--- config.mk ---
export PLATFORM = sky130hd
export DESIGN_NAME = i2c_master_brg_stop_collision
export DESIGN_NICKNAME = d
export VERILOG_FILES = /design/src/hw/bit_rate_pkg.sv /design/src/hw/i2c_master_brg_stop_collision.sv
export VERILOG_INCLUDE_DIRS = /design/src /design/src/hw
export SDC_FILE = /design/constraint.sdc
export NUM_CORES = 1
export LEC_CHECK = 0
export BUFFER_PORTS_ARGS = -buffer_cell sky130_fd_sc_hd__buf_2
export CORE_UTILIZATION = 30
export DETAILED_ROUTE_END_ITERATION = 7
export PLACE_DENSITY = 0.49
export RECOVER_POWER = 25
export SKIP_LAST_GASP = 1
export SYNTH_ARGS = -nofsm -noshare
export SYNTH_HDL_FRONTEND = slang
export SYNTH_SLANG_ARGS = --single-unit
--- constraint.sdc ---
create_clock -name clk -period 3.55 [get_ports clk]
set_clock_uncertainty 0.2 [all_clocks]
set_input_delay 0.1775 -clock clk [delete_from_list [all_inputs] [get_ports clk]]
set_output_delay 0.1775 -clock clk [all_outputs]
set_load 0.01 [all_outputs]
--- src/hw/bit_rate_params.svh ---
`ifndef BIT_RATE_PARAMS_SVH
`define BIT_RATE_PARAMS_SVH
// register offsets (plain port address)
`define OFS_RELOAD 3'h0
`define OFS_BUFFER 3'h1
`define OFS_CTRL_ONE 3'h2
`define OFS_CTRL_TWO 3'h3
`define OFS_CTRL_THREE 3'h4
`define OFS_MASK 3'h5
`define OFS_STATUS 3'h6
// field positions
`define CTRL_ONE_EN_BIT 5
`define CTRL_TWO_HALT_BIT 2
`define STATUS_STOP_BIT 4
`define STATUS_COLL_BIT 6
`define STATUS_EVENT_BIT 7
// mode codes
`define MODE_I2C_MASTER 4'h8
`define MODE_SPI_MASTER_BRG 4'h0
`define MODE_SPI_MASTER_ADD 4'hA
// reset values
`define RESET_BYTE 8'h00
`define RESET_RELOAD 8'h09
// tick divider, not used; the counter ticks once every second system clock
`define TICK_DIV 1'b1
`endif

--- src/hw/bit_rate_pkg.sv ---
package bit_rate_pkg;
   typedef enum logic [2:0] {
      ST_IDLE = 3'b000,
      ST_SDA_LOW = 3'b001,
      ST_SCL_REL = 3'b011,
      ST_WAIT_SDA = 3'b010,
      ST_SDA_REL = 3'b110,
      ST_FINISH = 3'b111
   } stop_state_e;
   typedef struct packed {
      logic [2:0] addr;
      logic [7:0] wdata;
      logic wr;
      logic rd;
   } reg_req_s;
   typedef struct packed {
      logic scl_o;
      logic scl_oe;
      logic sda_o;
      logic sda_oe;
   } line_drive_s;
endpackage

--- src/hw/i2c_master_brg_stop_collision.sv ---
// Operation
// - stop: drive sda low, then release scl
// - scl seen high: reload counter, expire, sample
// - sda low after counter expiry: collision
// - scl low before sda release: collision
// - counter clocks i2c and spi master
// - buffer write starts the counter
// - counter stops at end, scl holds
// - reload strobe twice per serial period
// - serial clock is osc over 4(reload+1)
// - collision sets flag, port goes idle
// - collision aborts stop, releases, clears request
// - stop: sda release, stop seen, event
//
// Design decisions made here: the address-and-strobe port and the address map.
`timescale 1ns/1ps
`default_nettype none
`include "bit_rate_params.svh"
module i2c_master_brg_stop_collision (
   input wire logic clk,
   input wire logic rst,
   input wire bit_rate_pkg::reg_req_s req,
   output logic [7:0] rdata,
   input wire logic scl_i,
   input wire logic sda_i,
   output bit_rate_pkg::line_drive_s drive,
   output logic serial_clk
);
   import bit_rate_pkg::*;

   // ----------------------------------------
   // registers
   // ----------------------------------------
   logic [7:0] bit_rate_reload_q;
   logic [7:0] serial_shift_buffer_q;
   logic [7:0] serial_control_one_q;
   logic [7:0] serial_control_two_q;
   logic [7:0] serial_control_three_q;
   logic [7:0] address_match_mask_q;
   logic stop_seen_q;
   logic collision_flag_q;
   logic serial_event_flag_q;
   logic [7:0] rdata_q;
   logic [7:0] count_q;
   logic tick_q;
   logic running_q;
   logic half_q;
   logic serial_clk_q;
   stop_state_e state_q;
   logic scl_drive_low_q;
   logic sda_drive_low_q;
   logic [2:0] scl_sync_q;
   logic [2:0] sda_sync_q;
   logic scl_in_q;
   logic sda_in_q;

   // decode helper
   function automatic logic hit(input reg_req_s r, input logic [2:0] ofs);
      hit = r.wr && (r.addr == ofs);
   endfunction

   logic wr_buf;
   logic halt_req;
   logic mode_i2c;
   logic mode_spi;
   logic expire;
   logic reload;
   logic stop_done;
   logic coll_set;
   logic stop_seen_set;
   logic halt_clear;

   assign wr_buf = hit(req, `OFS_BUFFER);
   assign halt_req = serial_control_two_q[`CTRL_TWO_HALT_BIT];
   assign mode_i2c = serial_control_one_q[`CTRL_ONE_EN_BIT]
                     && (serial_control_one_q[3:0] == `MODE_I2C_MASTER);
   assign mode_spi = serial_control_one_q[`CTRL_ONE_EN_BIT]
                     && (serial_control_one_q[3:0] == `MODE_SPI_MASTER_ADD);

   // ----------------------------------------
   // pin input filters
   // ----------------------------------------
   // three stages; level moves when stages two and three agree
   always_ff @(posedge clk or posedge rst) begin
      if (rst) begin
         scl_sync_q <= 3'h7;
         sda_sync_q <= 3'h7;
      end else begin
         scl_sync_q <= {scl_sync_q[1:0], scl_i};
         sda_sync_q <= {sda_sync_q[1:0], sda_i};
      end
   end

   always_ff @(posedge clk or posedge rst) begin
      if (rst) begin
         scl_in_q <= 1'b1;
         sda_in_q <= 1'b1;
      end else begin
         if (scl_sync_q[1] == scl_sync_q[2]) scl_in_q <= scl_sync_q[2];
         if (sda_sync_q[1] == sda_sync_q[2]) sda_in_q <= sda_sync_q[2];
      end
   end

   // ----------------------------------------
   // bit rate counter
   // ----------------------------------------
   // tick every second system clock
   always_ff @(posedge clk or posedge rst) begin
      if (rst) tick_q <= 1'b0;
      else tick_q <= running_q ? ~tick_q : 1'b0;
   end

   assign expire = running_q && tick_q && (count_q == 8'h00);
   // reload strobe: buffer write, expiry, or stop sequencer load
   assign reload = wr_buf || expire
                   || ((state_q == ST_SCL_REL) && scl_in_q);

   always_ff @(posedge clk or posedge rst) begin
      if (rst) begin
         count_q <= `RESET_BYTE;
      end else if (reload) begin
         count_q <= bit_rate_reload_q;
      end else if (running_q && tick_q) begin
         count_q <= count_q - 8'h01;
      end
   end

   // run control: write starts, end of operation stops
   always_ff @(posedge clk or posedge rst) begin
      if (rst) begin
         running_q <= 1'b0;
      end else if (wr_buf && (mode_i2c || mode_spi)) begin
         running_q <= 1'b1;
      end else if ((state_q == ST_SCL_REL) && scl_in_q) begin
         running_q <= 1'b1;
      end else if (stop_done || coll_set) begin
         running_q <= 1'b0;
      end
   end

   // serial clock: toggles on each expiry while the stop sequencer is idle, two per period
   always_ff @(posedge clk or posedge rst) begin
      if (rst) begin
         half_q <= 1'b0;
         serial_clk_q <= 1'b0;
      end else if (expire && (mode_spi || mode_i2c) && (state_q == ST_IDLE)) begin
         half_q <= ~half_q;
         serial_clk_q <= ~serial_clk_q;
      end
   end
   assign serial_clk = serial_clk_q;

   // ----------------------------------------
   // stop sequencer
   // ----------------------------------------
   assign stop_done = (state_q == ST_FINISH) && expire;
   assign coll_set = ((state_q == ST_WAIT_SDA) && !scl_in_q)
                     || ((state_q == ST_SDA_REL) && expire && !sda_in_q);
   assign stop_seen_set = (state_q == ST_SDA_REL) && expire && sda_in_q && scl_in_q;
   assign halt_clear = stop_done || coll_set;

   always_ff @(posedge clk or posedge rst) begin
      if (rst) begin
         state_q <= ST_IDLE;
      end else begin
         case (state_q)
            ST_IDLE: begin
               if (halt_req && mode_i2c) state_q <= ST_SDA_LOW;
            end
            ST_SDA_LOW: begin
               if (!sda_in_q) state_q <= ST_SCL_REL;
            end
            ST_SCL_REL: begin
               if (scl_in_q) state_q <= ST_WAIT_SDA;
            end
            ST_WAIT_SDA: begin
               if (coll_set) state_q <= ST_IDLE;
               else if (expire) state_q <= ST_SDA_REL;
            end
            ST_SDA_REL: begin
               if (coll_set) state_q <= ST_IDLE;
               else if (expire) state_q <= ST_FINISH;
            end
            ST_FINISH: begin
               if (expire) state_q <= ST_IDLE;
            end
            default: state_q <= ST_IDLE;
         endcase
      end
   end

   // pin drive: sda low first, scl low until released
   always_ff @(posedge clk or posedge rst) begin
      if (rst) begin
         sda_drive_low_q <= 1'b0;
         scl_drive_low_q <= 1'b0;
      end else if (coll_set) begin
         sda_drive_low_q <= 1'b0;
         scl_drive_low_q <= 1'b0;
      end else begin
         case (state_q)
            ST_IDLE: begin
               if (halt_req && mode_i2c) begin
                  sda_drive_low_q <= 1'b1;
                  scl_drive_low_q <= 1'b1;
               end
            end
            ST_SDA_LOW: begin
               if (!sda_in_q) scl_drive_low_q <= 1'b0;
            end
            ST_WAIT_SDA: begin
               if (expire) sda_drive_low_q <= 1'b0;
            end
            default: begin
               sda_drive_low_q <= sda_drive_low_q;
               scl_drive_low_q <= scl_drive_low_q;
            end
         endcase
      end
   end

   assign drive.scl_o = 1'b0;
   assign drive.sda_o = 1'b0;
   assign drive.scl_oe = scl_drive_low_q;
   assign drive.sda_oe = sda_drive_low_q;

   // ----------------------------------------
   // software registers
   // ----------------------------------------
   // plain storage registers
   always_ff @(posedge clk or posedge rst) begin
      if (rst) begin
         bit_rate_reload_q <= `RESET_RELOAD;
         serial_shift_buffer_q <= `RESET_BYTE;
         serial_control_one_q <= `RESET_BYTE;
         serial_control_three_q <= `RESET_BYTE;
         address_match_mask_q <= `RESET_BYTE;
      end else begin
         if (hit(req, `OFS_RELOAD)) bit_rate_reload_q <= req.wdata;
         if (wr_buf) serial_shift_buffer_q <= req.wdata;
         if (hit(req, `OFS_CTRL_ONE)) serial_control_one_q <= req.wdata;
         if (hit(req, `OFS_CTRL_THREE)) serial_control_three_q <= req.wdata;
         if (hit(req, `OFS_MASK)) address_match_mask_q <= req.wdata;
      end
   end

   // control two: hardware clears the halt request
   always_ff @(posedge clk or posedge rst) begin
      if (rst) begin
         serial_control_two_q <= `RESET_BYTE;
      end else if (hit(req, `OFS_CTRL_TWO)) begin
         serial_control_two_q <= req.wdata;
      end else if (halt_clear) begin
         serial_control_two_q[`CTRL_TWO_HALT_BIT] <= 1'b0;
      end
   end

   // sticky status; write one clears, hardware set wins
   always_ff @(posedge clk or posedge rst) begin
      if (rst) begin
         stop_seen_q <= 1'b0;
         collision_flag_q <= 1'b0;
         serial_event_flag_q <= 1'b0;
      end else begin
         stop_seen_q <= stop_seen_set || (stop_seen_q && !(hit(req, `OFS_STATUS)
                        && req.wdata[`STATUS_STOP_BIT]));
         collision_flag_q <= coll_set || (collision_flag_q && !(hit(req, `OFS_STATUS)
                             && req.wdata[`STATUS_COLL_BIT]));
         serial_event_flag_q <= stop_done || (serial_event_flag_q
                                && !(hit(req, `OFS_STATUS)
                                && req.wdata[`STATUS_EVENT_BIT]));
      end
   end

   // read data one cycle after the strobe
   always_ff @(posedge clk or posedge rst) begin
      if (rst) begin
         rdata_q <= `RESET_BYTE;
      end else if (req.rd) begin
         case (req.addr)
            `OFS_RELOAD: rdata_q <= bit_rate_reload_q;
            `OFS_BUFFER: rdata_q <= serial_shift_buffer_q;
            `OFS_CTRL_ONE: rdata_q <= serial_control_one_q;
            `OFS_CTRL_TWO: rdata_q <= serial_control_two_q;
            `OFS_CTRL_THREE: rdata_q <= serial_control_three_q;
            `OFS_MASK: rdata_q <= address_match_mask_q;
            `OFS_STATUS: rdata_q <= {serial_event_flag_q, collision_flag_q, 1'b0,
                                     stop_seen_q, 4'h0};
            default: rdata_q <= `RESET_BYTE;
         endcase
      end else begin
         rdata_q <= `RESET_BYTE;
      end
   end
   assign rdata = rdata_q;
endmodule
`default_nettype wire

==> metrics.txt, run 1 <==
initial antenna violation count 0; RR Endpoint count_q[2]; min-delay src req[9]; largest net degree at the start of global routing between 50 and 60; Total Wirelength about 8600 µm; Crit. End Element asynchronous set/reset pin; asr flop ratio synth 100.0%; I/O Buffers 27; endpoints failing setup 0; Num Clock Sinks slightly above 80; Final Critical Period approximately 2400 ps; M2 GR Usage between 20% and 30%; worst r2r src count_q[0]; Max Slew Vio Count 56; post-layout util between 30 and 40%; Routed Antenna Nets 0; final hold violations 0; register-to-register setup slack roughly 1400 ps; Reg clk slew, reported paths about 60 ps; Final Net Count ~370; CTS Buf Count 9; CTS-repair resized insts 0; RePlAce Congestion 0.7650; # DRC 0; Cells after DPL just over 500; Hold Path Cell Cnt 4; Most used DFF post-synth dfrtp_1; width of the die between 100 and 150 µm; Initial Util 30.97%; post-CTS setup repair buffer count 0; #FFs+latches synth 83; FP Rows about 40; M3 GR Usage under 10%; slew margin rel. -59.80%; GRT busiest layer met2; via count around 2500; R2R depth 6; status complete, but fails checks; global-route wire length before repair about 14000 µm; First DRT Iteration DRCs 134; H-tree Lvls 3; Tcrit/Tclk final around 66%; HPWL Detailed ~5900 µm; dpl cell area between 4000 and 5000 µm²; EDFF count, synth 0; Setup CP Type input port to asynchronous set/reset pin; P&R area growth vs syn 17.54%; clk_lat worst skew about 340 ps; Mapped Cells 319; Total Neg Setup Slack 0 ps; Worst Hold Class input port to register; total track usage roughly 14%; share of post-route cells with drive strength above 1 a little under a third; total grt overflow 0; fin area about 4600 µm²; WL per Instance between 15 and 20 µm; Die Span Y between 100 and 150 µm; synthesized area 3924 µm²; Core Region 12670 µm²; unrepaired setup endpoints after global routing no; drt pass-1 iters 4; MaxCap Viol Count 1; Synth Area per Inst 12.30 µm²; Power Total slightly above 3 mW; met1 Resource Use GR between 10% and 20%; CP max stage delay 1350 ps; Die Footprint around 14000 µm²; Power Density around 660 nW/µm²; number of global-route vias before repair around 2700; worst-margin pin slew ~2400 ps; worst endpoint required time approximately 3800 ps; Clock Path Buffers 2; Worst Path Buf+Inv 4; worst vdd ir between 200 and 250 µV; sequential share of the synthesized area ~53%; startpoint types input port; Leak around 1.9 nW; largest fanout on the critical path 55; CTS tree yes; CP Data Arrival Time 2610 ps; Root Buffer clkbuf_16; crit-path cells dlygate4sd3_1 > buf_2 > clkinvlp_2 > buf_4; Finished Layout Cells 530; CP delay by family, top buffers and inverters; Synth Warn # 0; Via density a little under 5; Slowest-stage cell, CP clkinvlp_2; Peak Freq ~420 MHz; Netlist cell types 54; Fillers ~1300; I/O Pins 30; hold path endpoint serial_event_flag_q; failing checks max-capacitance violations, max-slew violations; antenna cells 0
## kinds of logic (layout without fill, tap and decap cells)
| family | count (synthesis) | count (layout) | synth area share, % |
|---|---|---|---|
| compound gates | 49 | 49 | 8.833 |
| buf+inv | 28 | 66 | 3.794 |
| fa+ha+maj | 4 | 4 | 1.148 |
| other cells | 1 | 2 | 0.09557 |
| mux | 70 | 70 | 19.80 |
| simple gates | 76 | 76 | 11.29 |
| flops | 83 | 83 | 53.25 |
| xor+xnor | 8 | 8 | 1.786 |
## cells in the mapped netlist (all sizes together) (3+ instances only)
| library cell | number | area [µm²] |
|---|---|---|
| xnor2 | 7 | 61.31 |
| nand3 | 9 | 45.04 |
| a21oi | 10 | 50.05 |
| buf | 14 | 96.33 |
| clkbuf | 5 | 18.77 |
| dfrtp | 73 | 1827 |
| nor2b | 11 | 76.32 |
| and4b | 3 | 31.28 |
| a22oi | 5 | 37.54 |
| inv | 9 | 33.78 |
| o21ai | 7 | 35.03 |
| mux2i | 9 | 90.09 |
| dfstp | 10 | 262.8 |
| a211oi | 8 | 60.06 |
| nand2 | 18 | 67.56 |
| mux2 | 61 | 686.9 |
| nor2 | 17 | 63.81 |
## per-layer routing
layer / wire length, µm / part of all wire (%) / vias to the layer above
li1: - / - / 1197
met4: 133 / 1.5 / 0
met2: 3934 / 46 / 56
met3: 326 / 3.8 / 13
met1: 4219 / 49 / 1282
met5: 0 / 0 / -
## layout make-up
cell class                      instances  area [µm²]  area share (%)
Inverter                                9       35.03          0.7596
Sequential cell                        83        2090           45.31
Multi-Input combinational cell        209        1689           36.63
Tap cell                              172       215.2           4.666
Clock inverter                          4       72.57           1.574
Timing Repair Buffer                   41       254.0           5.507
Clock buffer                           12       256.5           5.562
## timing repair
item                                    in CTS  in global routing
hold buffers                                11                  0
endpoints found under the hold margin       93                  0
endpoints found under the setup margin       0                  0
## metrics by stage
stage,setup slack (ps),hold slack (ps)
final,1195,19.43
after global routing,793.0,26.29
after CTS,1373,19.37
after detailed placement,1226,83.65
after global placement,1288,81.79
after floorplan,1052,-18.02
## worst reg2reg max path, delay by kind of cell, from the launching register on
kind / cells / cell delay [ps]
AND/OR/NAND/NOR: 3 / 780
multiplexers: 1 / 390
buffers and inverters: 1 / 80
flip-flops: 1 / 410
adder cells (fa/ha/maj): 1 / 190
## layout by cell type, fill, tap and decap left out, types with 3 or more instances in the layout
cell type      instances
buf_4                  3
dfrtp_1               73
inv_1                  8
nand3_1                9
buf_2                 16
dfstp_2                6
o21ai_0                7
mux2_2                61
clkbuf_16              9
xnor2_1                7
dlygate4sd3_1         11
a21oi_1               10
a22oi_1                5
nor2b_1               10
dfstp_1                4
mux2i_1                9
nand2_1               18
clkbuf_1              12
a211oi_1               8
nor2_1                17
## registers in the layout, summed over array words and instances (netlist names), 3 cells and up
name,count
state_q,3
sda_sync_q,3
bit_rate_reload_q,8
scl_sync_q,3
count_q,8
serial_control_two_q,8
serial_control_three_q,8
serial_control_one_q,8
address_match_mask_q,8
serial_shift_buffer_q,8
rdata,8
## power by group
part	total, mW	switching, mW	internal [mW]	leakage (nW)
clock network	1.02	0.364	0.653	0.159
registers	1.37	0.192	1.18	0.998
logic	0.677	0.301	0.376	0.776
## worst max path at each step
stage / startpoint / endpoint / slack [ps] / cells past startpoint
after global placement: req[11] / count_q[2] / 1290 / 6
final: rst / sda_sync_q[0] / 1190 / 4
after detailed placement: req[11] / count_q[6] / 1230 / 6
after floorplan: rst / address_match_mask_q[0] / 1050 / 1
after global routing: rst / address_match_mask_q[1] / 790 / 3
after CTS: count_q[0] / scl_drive_low_q / 1370 / 6
Note: power is estimated with default switching activity, not from simulation.
==> run 2: changes to the inputs <==
--- a/config.mk
+++ b/config.mk
@@ -9,7 +9,7 @@
 export BUFFER_PORTS_ARGS = -buffer_cell sky130_fd_sc_hd__buf_2
 export CORE_UTILIZATION = 30
 export DETAILED_ROUTE_END_ITERATION = 7
-export PLACE_DENSITY = 0.49
+export PLACE_DENSITY = 0.5
 export RECOVER_POWER = 25
 export SKIP_LAST_GASP = 1
 export SYNTH_ARGS = -nofsm -noshare
==> constraint.sdc (replaced) <==
create_clock -name clk -period 2.09 [get_ports clk]
set_clock_uncertainty 0.2 [all_clocks]
set_input_delay 0.1045 -clock clk [delete_from_list [all_inputs] [get_ports clk]]
set_output_delay 0.1045 -clock clk [all_outputs]
set_load 0.01 [all_outputs]
==> run 2 against run 1 <==
Compared with the run above: the run now ends clean; combinational power increased by 86%; sequential power increased by 67%; die area unchanged; critical path depth increased by 3; first-iteration DRC count decreased by 6.7%; final area increased by 4.0%; non-clock buffer count increased by 21; critical path type is now register to register.
==> metrics.txt, run 2 (synthesized netlist as in run 1, its figures left out) <==
total track usage 14.17% (-0.15 points); M3 GR Usage 4.307% (+0.73 points); worst-margin pin slew 1291 ps (-1093 ps); Total Neg Setup Slack 0 ps (unchanged); MaxCap Viol Count 0 (-1); Tcrit/Tclk final a little over nine tenths; Final Net Count 393 (+5.6%); worst r2r src count_q[1]; # DRC 0 (unchanged); FP Rows 41 (unchanged); Final Critical Period roughly 2000 ps; M2 GR Usage 21.54% (-0.32 points); min-delay src req[1]; Clock Path Buffers 2 (unchanged); Root Buffer clkbuf_16; met1 Resource Use GR 19.20% (-0.23 points); final hold violations 0 (unchanged); Slowest-stage cell, CP dfrtp_1; clk_lat worst skew 340 ps (about the same); Reg clk slew, reported paths 60 ps (about the same); Via density 4.791 (-0.34%); antenna cells 0 (unchanged); width of the die 116.4 µm (unchanged); slew margin rel. 13.44% (+73 points); worst vdd ir 407.8 µV (+81%); post-CTS setup repair buffer count 0 (unchanged); P&R area growth vs syn 22.19%; First DRT Iteration DRCs 125 (-6.7%); Worst Hold Class input port to register; Power Density 1076 nW/µm² (+62%); H-tree Lvls 3 (unchanged); Max Slew Vio Count 0 (-100%); WL per Instance 15.83 µm (-2.6%); Total Wirelength 8725 µm (+1.3%); endpoints failing setup 0 (unchanged); unrepaired setup endpoints after global routing yes; Peak Freq 501.3 MHz; Initial Util 30.97% (unchanged); Setup CP Type register to register; Core Region 12670 µm² (unchanged); CP Data Arrival Time 2020 ps (-590 ps); drt pass-1 iters 4 (unchanged); crit-path cells inv_1 > ha_1 > nor3b_2 > and3_4 > nor3b_4 > buf_12 > mux2_2; Routed Antenna Nets 0 (unchanged); share of post-route cells with drive strength above 1 35.36% (+4.1 points); largest net degree at the start of global routing 29 (-48%); RePlAce Congestion 0.7996 (+4.5%); initial antenna violation count 0 (unchanged); leading cell types in the layout, fill and taps excluded dfrtp_1 (73), mux2_2 (61), nand2_1 (18), buf_4 (18), nor2_1 (17); CP startpoint count_q[1]; status completed; CTS Buf Count 9 (unchanged); total grt overflow 0 (unchanged); Crit. End Element register; Die Span Y 116.4 µm (unchanged); I/O Buffers 27 (unchanged); Num Clock Sinks 83 (unchanged); commonest non-fill, non-tap cell in the layout dfrtp_1; CP max stage delay 390 ps (-960 ps); worst endpoint required time 2120 ps (-1690 ps); number of global-route vias before repair 2637 (-0.75%); I/O Pins 30 (unchanged); Leak 2.032 nW (+5.1%); largest fanout on the critical path 8 (-85%); Die Footprint 13540 µm² (unchanged); Cells after DPL 521 (+3.6%); global-route wire length before repair 14120 µm (-1.2%); GRT busiest layer met2; Finished Layout Cells 551 (+4.0%); HPWL Detailed 6202 µm (+5.0%); CTS tree yes; startpoint types register; via count 2640 (+3.6%)
## run 2: cell count changes in the layout (fill, tap and decap cells not counted)
cell,before,now
nor3b_2,0,1
clkbuf_1,12,11
clkbuf_8,2,1
buf_4,3,18
nor3b_1,1,0
dfstp_1,4,2
bufinv_16,2,1
dlygate4sd3_1,11,14
clkinvlp_4,1,4
buf_12,0,3
dfstp_2,6,8
## run 2: area by class of cell
class / count / area [µm²]
flip-flops and latches: 83 / 2090
well taps: 172 / 215.2
clock buffers: 10 / 239.0
repair buffers: 62 / 456.7
fillers: 1293 / 7876
clock inverters: 6 / 65.06
inverters: 9 / 35.03
multi-input cells: 209 / 1694
## run 2: where the power goes
part	switching, mW	total, mW	internal (mW)	leakage, nW
Clock	0.651	1.61	0.955	0.137
Sequential	0.288	2.29	2.00	1.00
Combinational	0.553	1.26	0.710	0.895
Total	1.49	5.16	3.67	2.03
## run 2: final timing paths
path	endpoint	slack, ps	depth (start not counted)
max	count_q[3]	100	7
max reg2reg	count_q[3]	100	7
max in group asynchronous	bit_rate_reload_q[3]	550	4
min in group asynchronous	count_q[6]	390	3
min	address_match_mask_q[6]	40	3
min reg2reg	sda_sync_q[1]	160	0
## run 2: routing by layer
layer	part of all wire [%]	routed length [µm]	up-vias
met3	2.9	255	14
li1	-	-	1247
met1	49	4282	1340
met2	46	4041	39
met5	0	0	-
met4	1.7	145	0
## run 2: per-stage QoR
stage	setup WS, ps	cell area (µm²)	util (%)	power [mW]	hold WS [ps]
floorplan	16.69	3931	-	3.209	-91.02
global placement	125.3	4362	34.42	3.548	10.50
detailed placement	77.59	4362	34.42	3.578	10.66
CTS	62.78	4806	37.93	5.242	28.55
global route	-3.654	4795	37.84	5.480	62.14
finish	95.06	4795	37.84	5.159	44.39
## run 2: repair_timing
action | in CTS | in global routing
endpoints found under the setup margin | 0 | 2
gates resized for setup | 0 | 1
endpoints found under the hold margin | 69 | 0
hold buffers | 14 | 0
## run 2: worst max-delay path, delay by kind of cell, from the launching register on
family	cells	cell delay [ps]
muxes	1	330
buffers and inverters	2	220
DFF	1	390
and+or+nand+nor	3	570
adders and majority gates	1	170
==> run 3: changes to the inputs <==
--- a/config.mk
+++ b/config.mk
@@ -6,6 +6,7 @@
 export SDC_FILE = /design/constraint.sdc
 export NUM_CORES = 1
 export LEC_CHECK = 0
+export ABC_AREA = 1
 export BUFFER_PORTS_ARGS = -buffer_cell sky130_fd_sc_hd__buf_2
 export CORE_UTILIZATION = 30
 export DETAILED_ROUTE_END_ITERATION = 7
==> run 3 against run 2 <==
Compared with the run above: first-iteration DRC count is 110% higher; worst setup slack better by 150 ps; power is 4.0% lower; via count is 18% higher; non-clock buffer count is 16 lower; highest routed layer unchanged.
==> metrics.txt, run 3 <==
post-synth top area cell dfrtp_1; final hold violations 0 (unchanged); Finished Layout Cells 674 (+22%); CTS Buf Count 9 (unchanged); via count 3104 (+18%); Synth Area in XOR/XNOR 0.8912% (-0.89 points); Die Span Y 116.5 µm (about the same); most used cell, CP nand2_1; Core Region 12720 µm² (+0.40%); Worst Path Buf+Inv 1 (-1); #FFs+latches synth 83 (unchanged); Synth top area share 46.47% (-0.089 points); initial antenna violation count 0 (unchanged); RR Endpoint state_q[0]; worst r2r src count_q[0]; Netlist cell types 40 (-26%); sequential share of the synthesized area 53.15% (-0.10 points); FP Rows 41 (unchanged); worst endpoint required time 2100 ps (-20 ps); Fillers 1384 (+7.0%); Mapped Cells 451 (+41%); commonest non-fill, non-tap cell in the layout nand2_1; Reg clk slew, reported paths 60 ps (about the same); Power Density 1076 nW/µm² (about the same); Tcrit/Tclk final 88.05% (-7.4 points); endpoints failing setup 0 (unchanged); Total Wirelength 9778 µm (+12%); antenna cells 0 (unchanged); mux cell area share after synthesis 0% (-20 points); Via density 4.605 (-3.9%); HPWL Detailed 6991 µm (+13%); largest net degree at the start of global routing 43 (+48%); Die Footprint 13570 µm² (+0.19%); I/O Pins 30 (unchanged); post-synthesis adder-cell area fraction 1.146% (-0.0022 points); final setup margin 249.8 ps (+154.7 ps); crit-path cells inv_1 > ha_1 > nand2_1 > nor2_1 > nand2_1 > nand2_1 > nand2_1 > nor2_2 > o21ai_0; Synth Warn # 0 (unchanged); Synth Area in Simple Gates 26.16% (+15 points); WL per Instance 14.51 µm (-8.4%); Root Buffer clkbuf_16; Hold Path Cell Cnt 4 (+1); First DRT Iteration DRCs 268 (+110%); pre-CTS WS 267.1 ps (+189.5 ps); post-synthesis compound-gate area fraction 11.62% (+2.8 points); R2R depth 9 (+2); startpoint types register; CP delay by family, top simple AND/OR/NAND/NOR gates; MaxCap Viol Count 0 (unchanged); synthesized area 3931 µm² (+0.19%); slew margin rel. 47.15% (+34 points); unrepaired setup endpoints after global routing no; Crit. End Element register; hold path endpoint stop_seen_q; Most used DFF post-synth dfrtp_1; total track usage 15.98% (+1.8 points); Synth Area per Inst 8.717 µm² (-29%); clk_lat worst skew 340 ps (about the same); Total Neg Setup Slack 0 ps (unchanged); largest fanout on the critical path 5 (-3); register-to-register setup slack 250 ps (+150 ps); Final Net Count 516 (+31%); Final Critical Period 1840 ps (-154.7 ps); CTS tree yes; Slowest-stage cell, CP dfrtp_1; largest family of logic cells by synthesized area simple AND/OR/NAND/NOR gates; worst vdd ir 317.7 µV (-22%); Max Slew Vio Count 0 (unchanged); global-route wire length before repair 16080 µm (+14%); Num Clock Sinks 83 (unchanged); width of the die 116.5 µm (about the same); min-delay src req[1]; Commonest cells post-synth nand2_1 (138), dfrtp_1 (73), inv_1 (40); Area contributors post-synth dfrtp_1 (46%), nand2_1 (13%), dfstp_2 (6.7%), o21ai_0 (4.8%), nand3_1 (4.1%); CTS-repair resized insts 0 (unchanged); # DRC 0 (unchanged); Initial Util 30.90% (-0.066 points); EDFF count, synth 0 (unchanged); worst-margin pin slew 788.4 ps (-502.9 ps); RePlAce Congestion 0.8195 (+2.5%); P&R area growth vs syn 17.12%; asr flop ratio synth 100.0% (unchanged); Setup CP Type register to register; H-tree Lvls 3 (unchanged); leading cell types in the layout, fill and taps excluded nand2_1 (139), dfrtp_1 (73), o21ai_0 (42), inv_1 (40), nand3_1 (32); status completed; share of post-route cells with drive strength above 1 14.14% (-21 points); Cells after DPL 646 (+24%); most numerous cell in the Yosys netlist nand2_1; number of global-route vias before repair 3073 (+17%); Clock Path Buffers 2 (unchanged); I/O Buffers 27 (unchanged); Peak Freq 543.4 MHz (+8.4%); CP Data Arrival Time 1850 ps (-170 ps); Routed Antenna Nets 0 (unchanged); Leak 2.175 nW (+7.0%); Worst Hold Class input port to register; CP max stage delay 380 ps (about the same); drt pass-1 iters 5 (+1); total grt overflow 0 (unchanged)
-- run 3: metal layers --
layer	track usage, %	wire length [µm]
met1	21.34	4501
met2	25.68	4713
met5	0	0
met4	6.496	192
met3	2.802	370
-- run 3: area by class of cell --
class                   count  area [µm²]  share of cell area [%]
clock buffers              16       271.5                   5.897
inverters                  48       183.9                   3.995
multi-input cells         309        1550                   33.67
flip-flops and latches     83        2090                   45.38
well taps                 172       215.2                   4.674
repair buffers             46       294.0                   6.386
-- run 3: timing repair --
action                    in CTS  in global routing
buffers inserted               0                  0
hold buffers                  12                  0
hold endpoints to repair      83                  0
-- run 3: logic make-up after synthesis --
kind of cell,Yosys count
fa+ha+maj,4
buf+inv,60
flops,83
simple gates,220
other cells,1
xor+xnor,4
compound gates,79
-- run 3: tightest hold or removal path, stage by stage --
cell and delay [ps]:
buf_2 160, nand2_1 110, o21ai_0 70, nand2_1 60
-- run 3: report_power, final --
part           switching, mW  leakage [nW]  internal [mW]
clock                  0.599         0.131          0.873
combinational          0.802          1.02          0.457
sequential             0.245          1.03           1.98
total                   1.65          2.17           3.31
-- run 3: worst max-delay path by stage --
stage	slack (ps)	cells past startpoint	startpoint	to
4_1_cts	250	9	count_q[0]	state_q[0]
6_report	250	9	count_q[0]	state_q[0]
3_3_place_gp	310	7	req[12]	rdata[7]
5_1_grt	70	10	count_q[0]	state_q[0]
2_1_floorplan	420	7	scl_in_q	count_q[5]
3_5_place_dp	270	9	count_q[0]	state_q[2]
-- run 3: per-stage QoR --
stage | hold WS [ps] | total power [mW] | util, % | area, µm²
2_1_floorplan | -91.02 | 3.170 | - | 3939
3_3_place_gp | -63.94 | 3.468 | 33.52 | 4264
3_5_place_dp | -59.66 | 3.509 | 33.52 | 4264
4_1_cts | 23.64 | 5.024 | 36.60 | 4656
5_1_grt | 55.30 | 5.303 | 36.19 | 4604
6_report | 4.174 | 4.953 | 36.19 | 4604
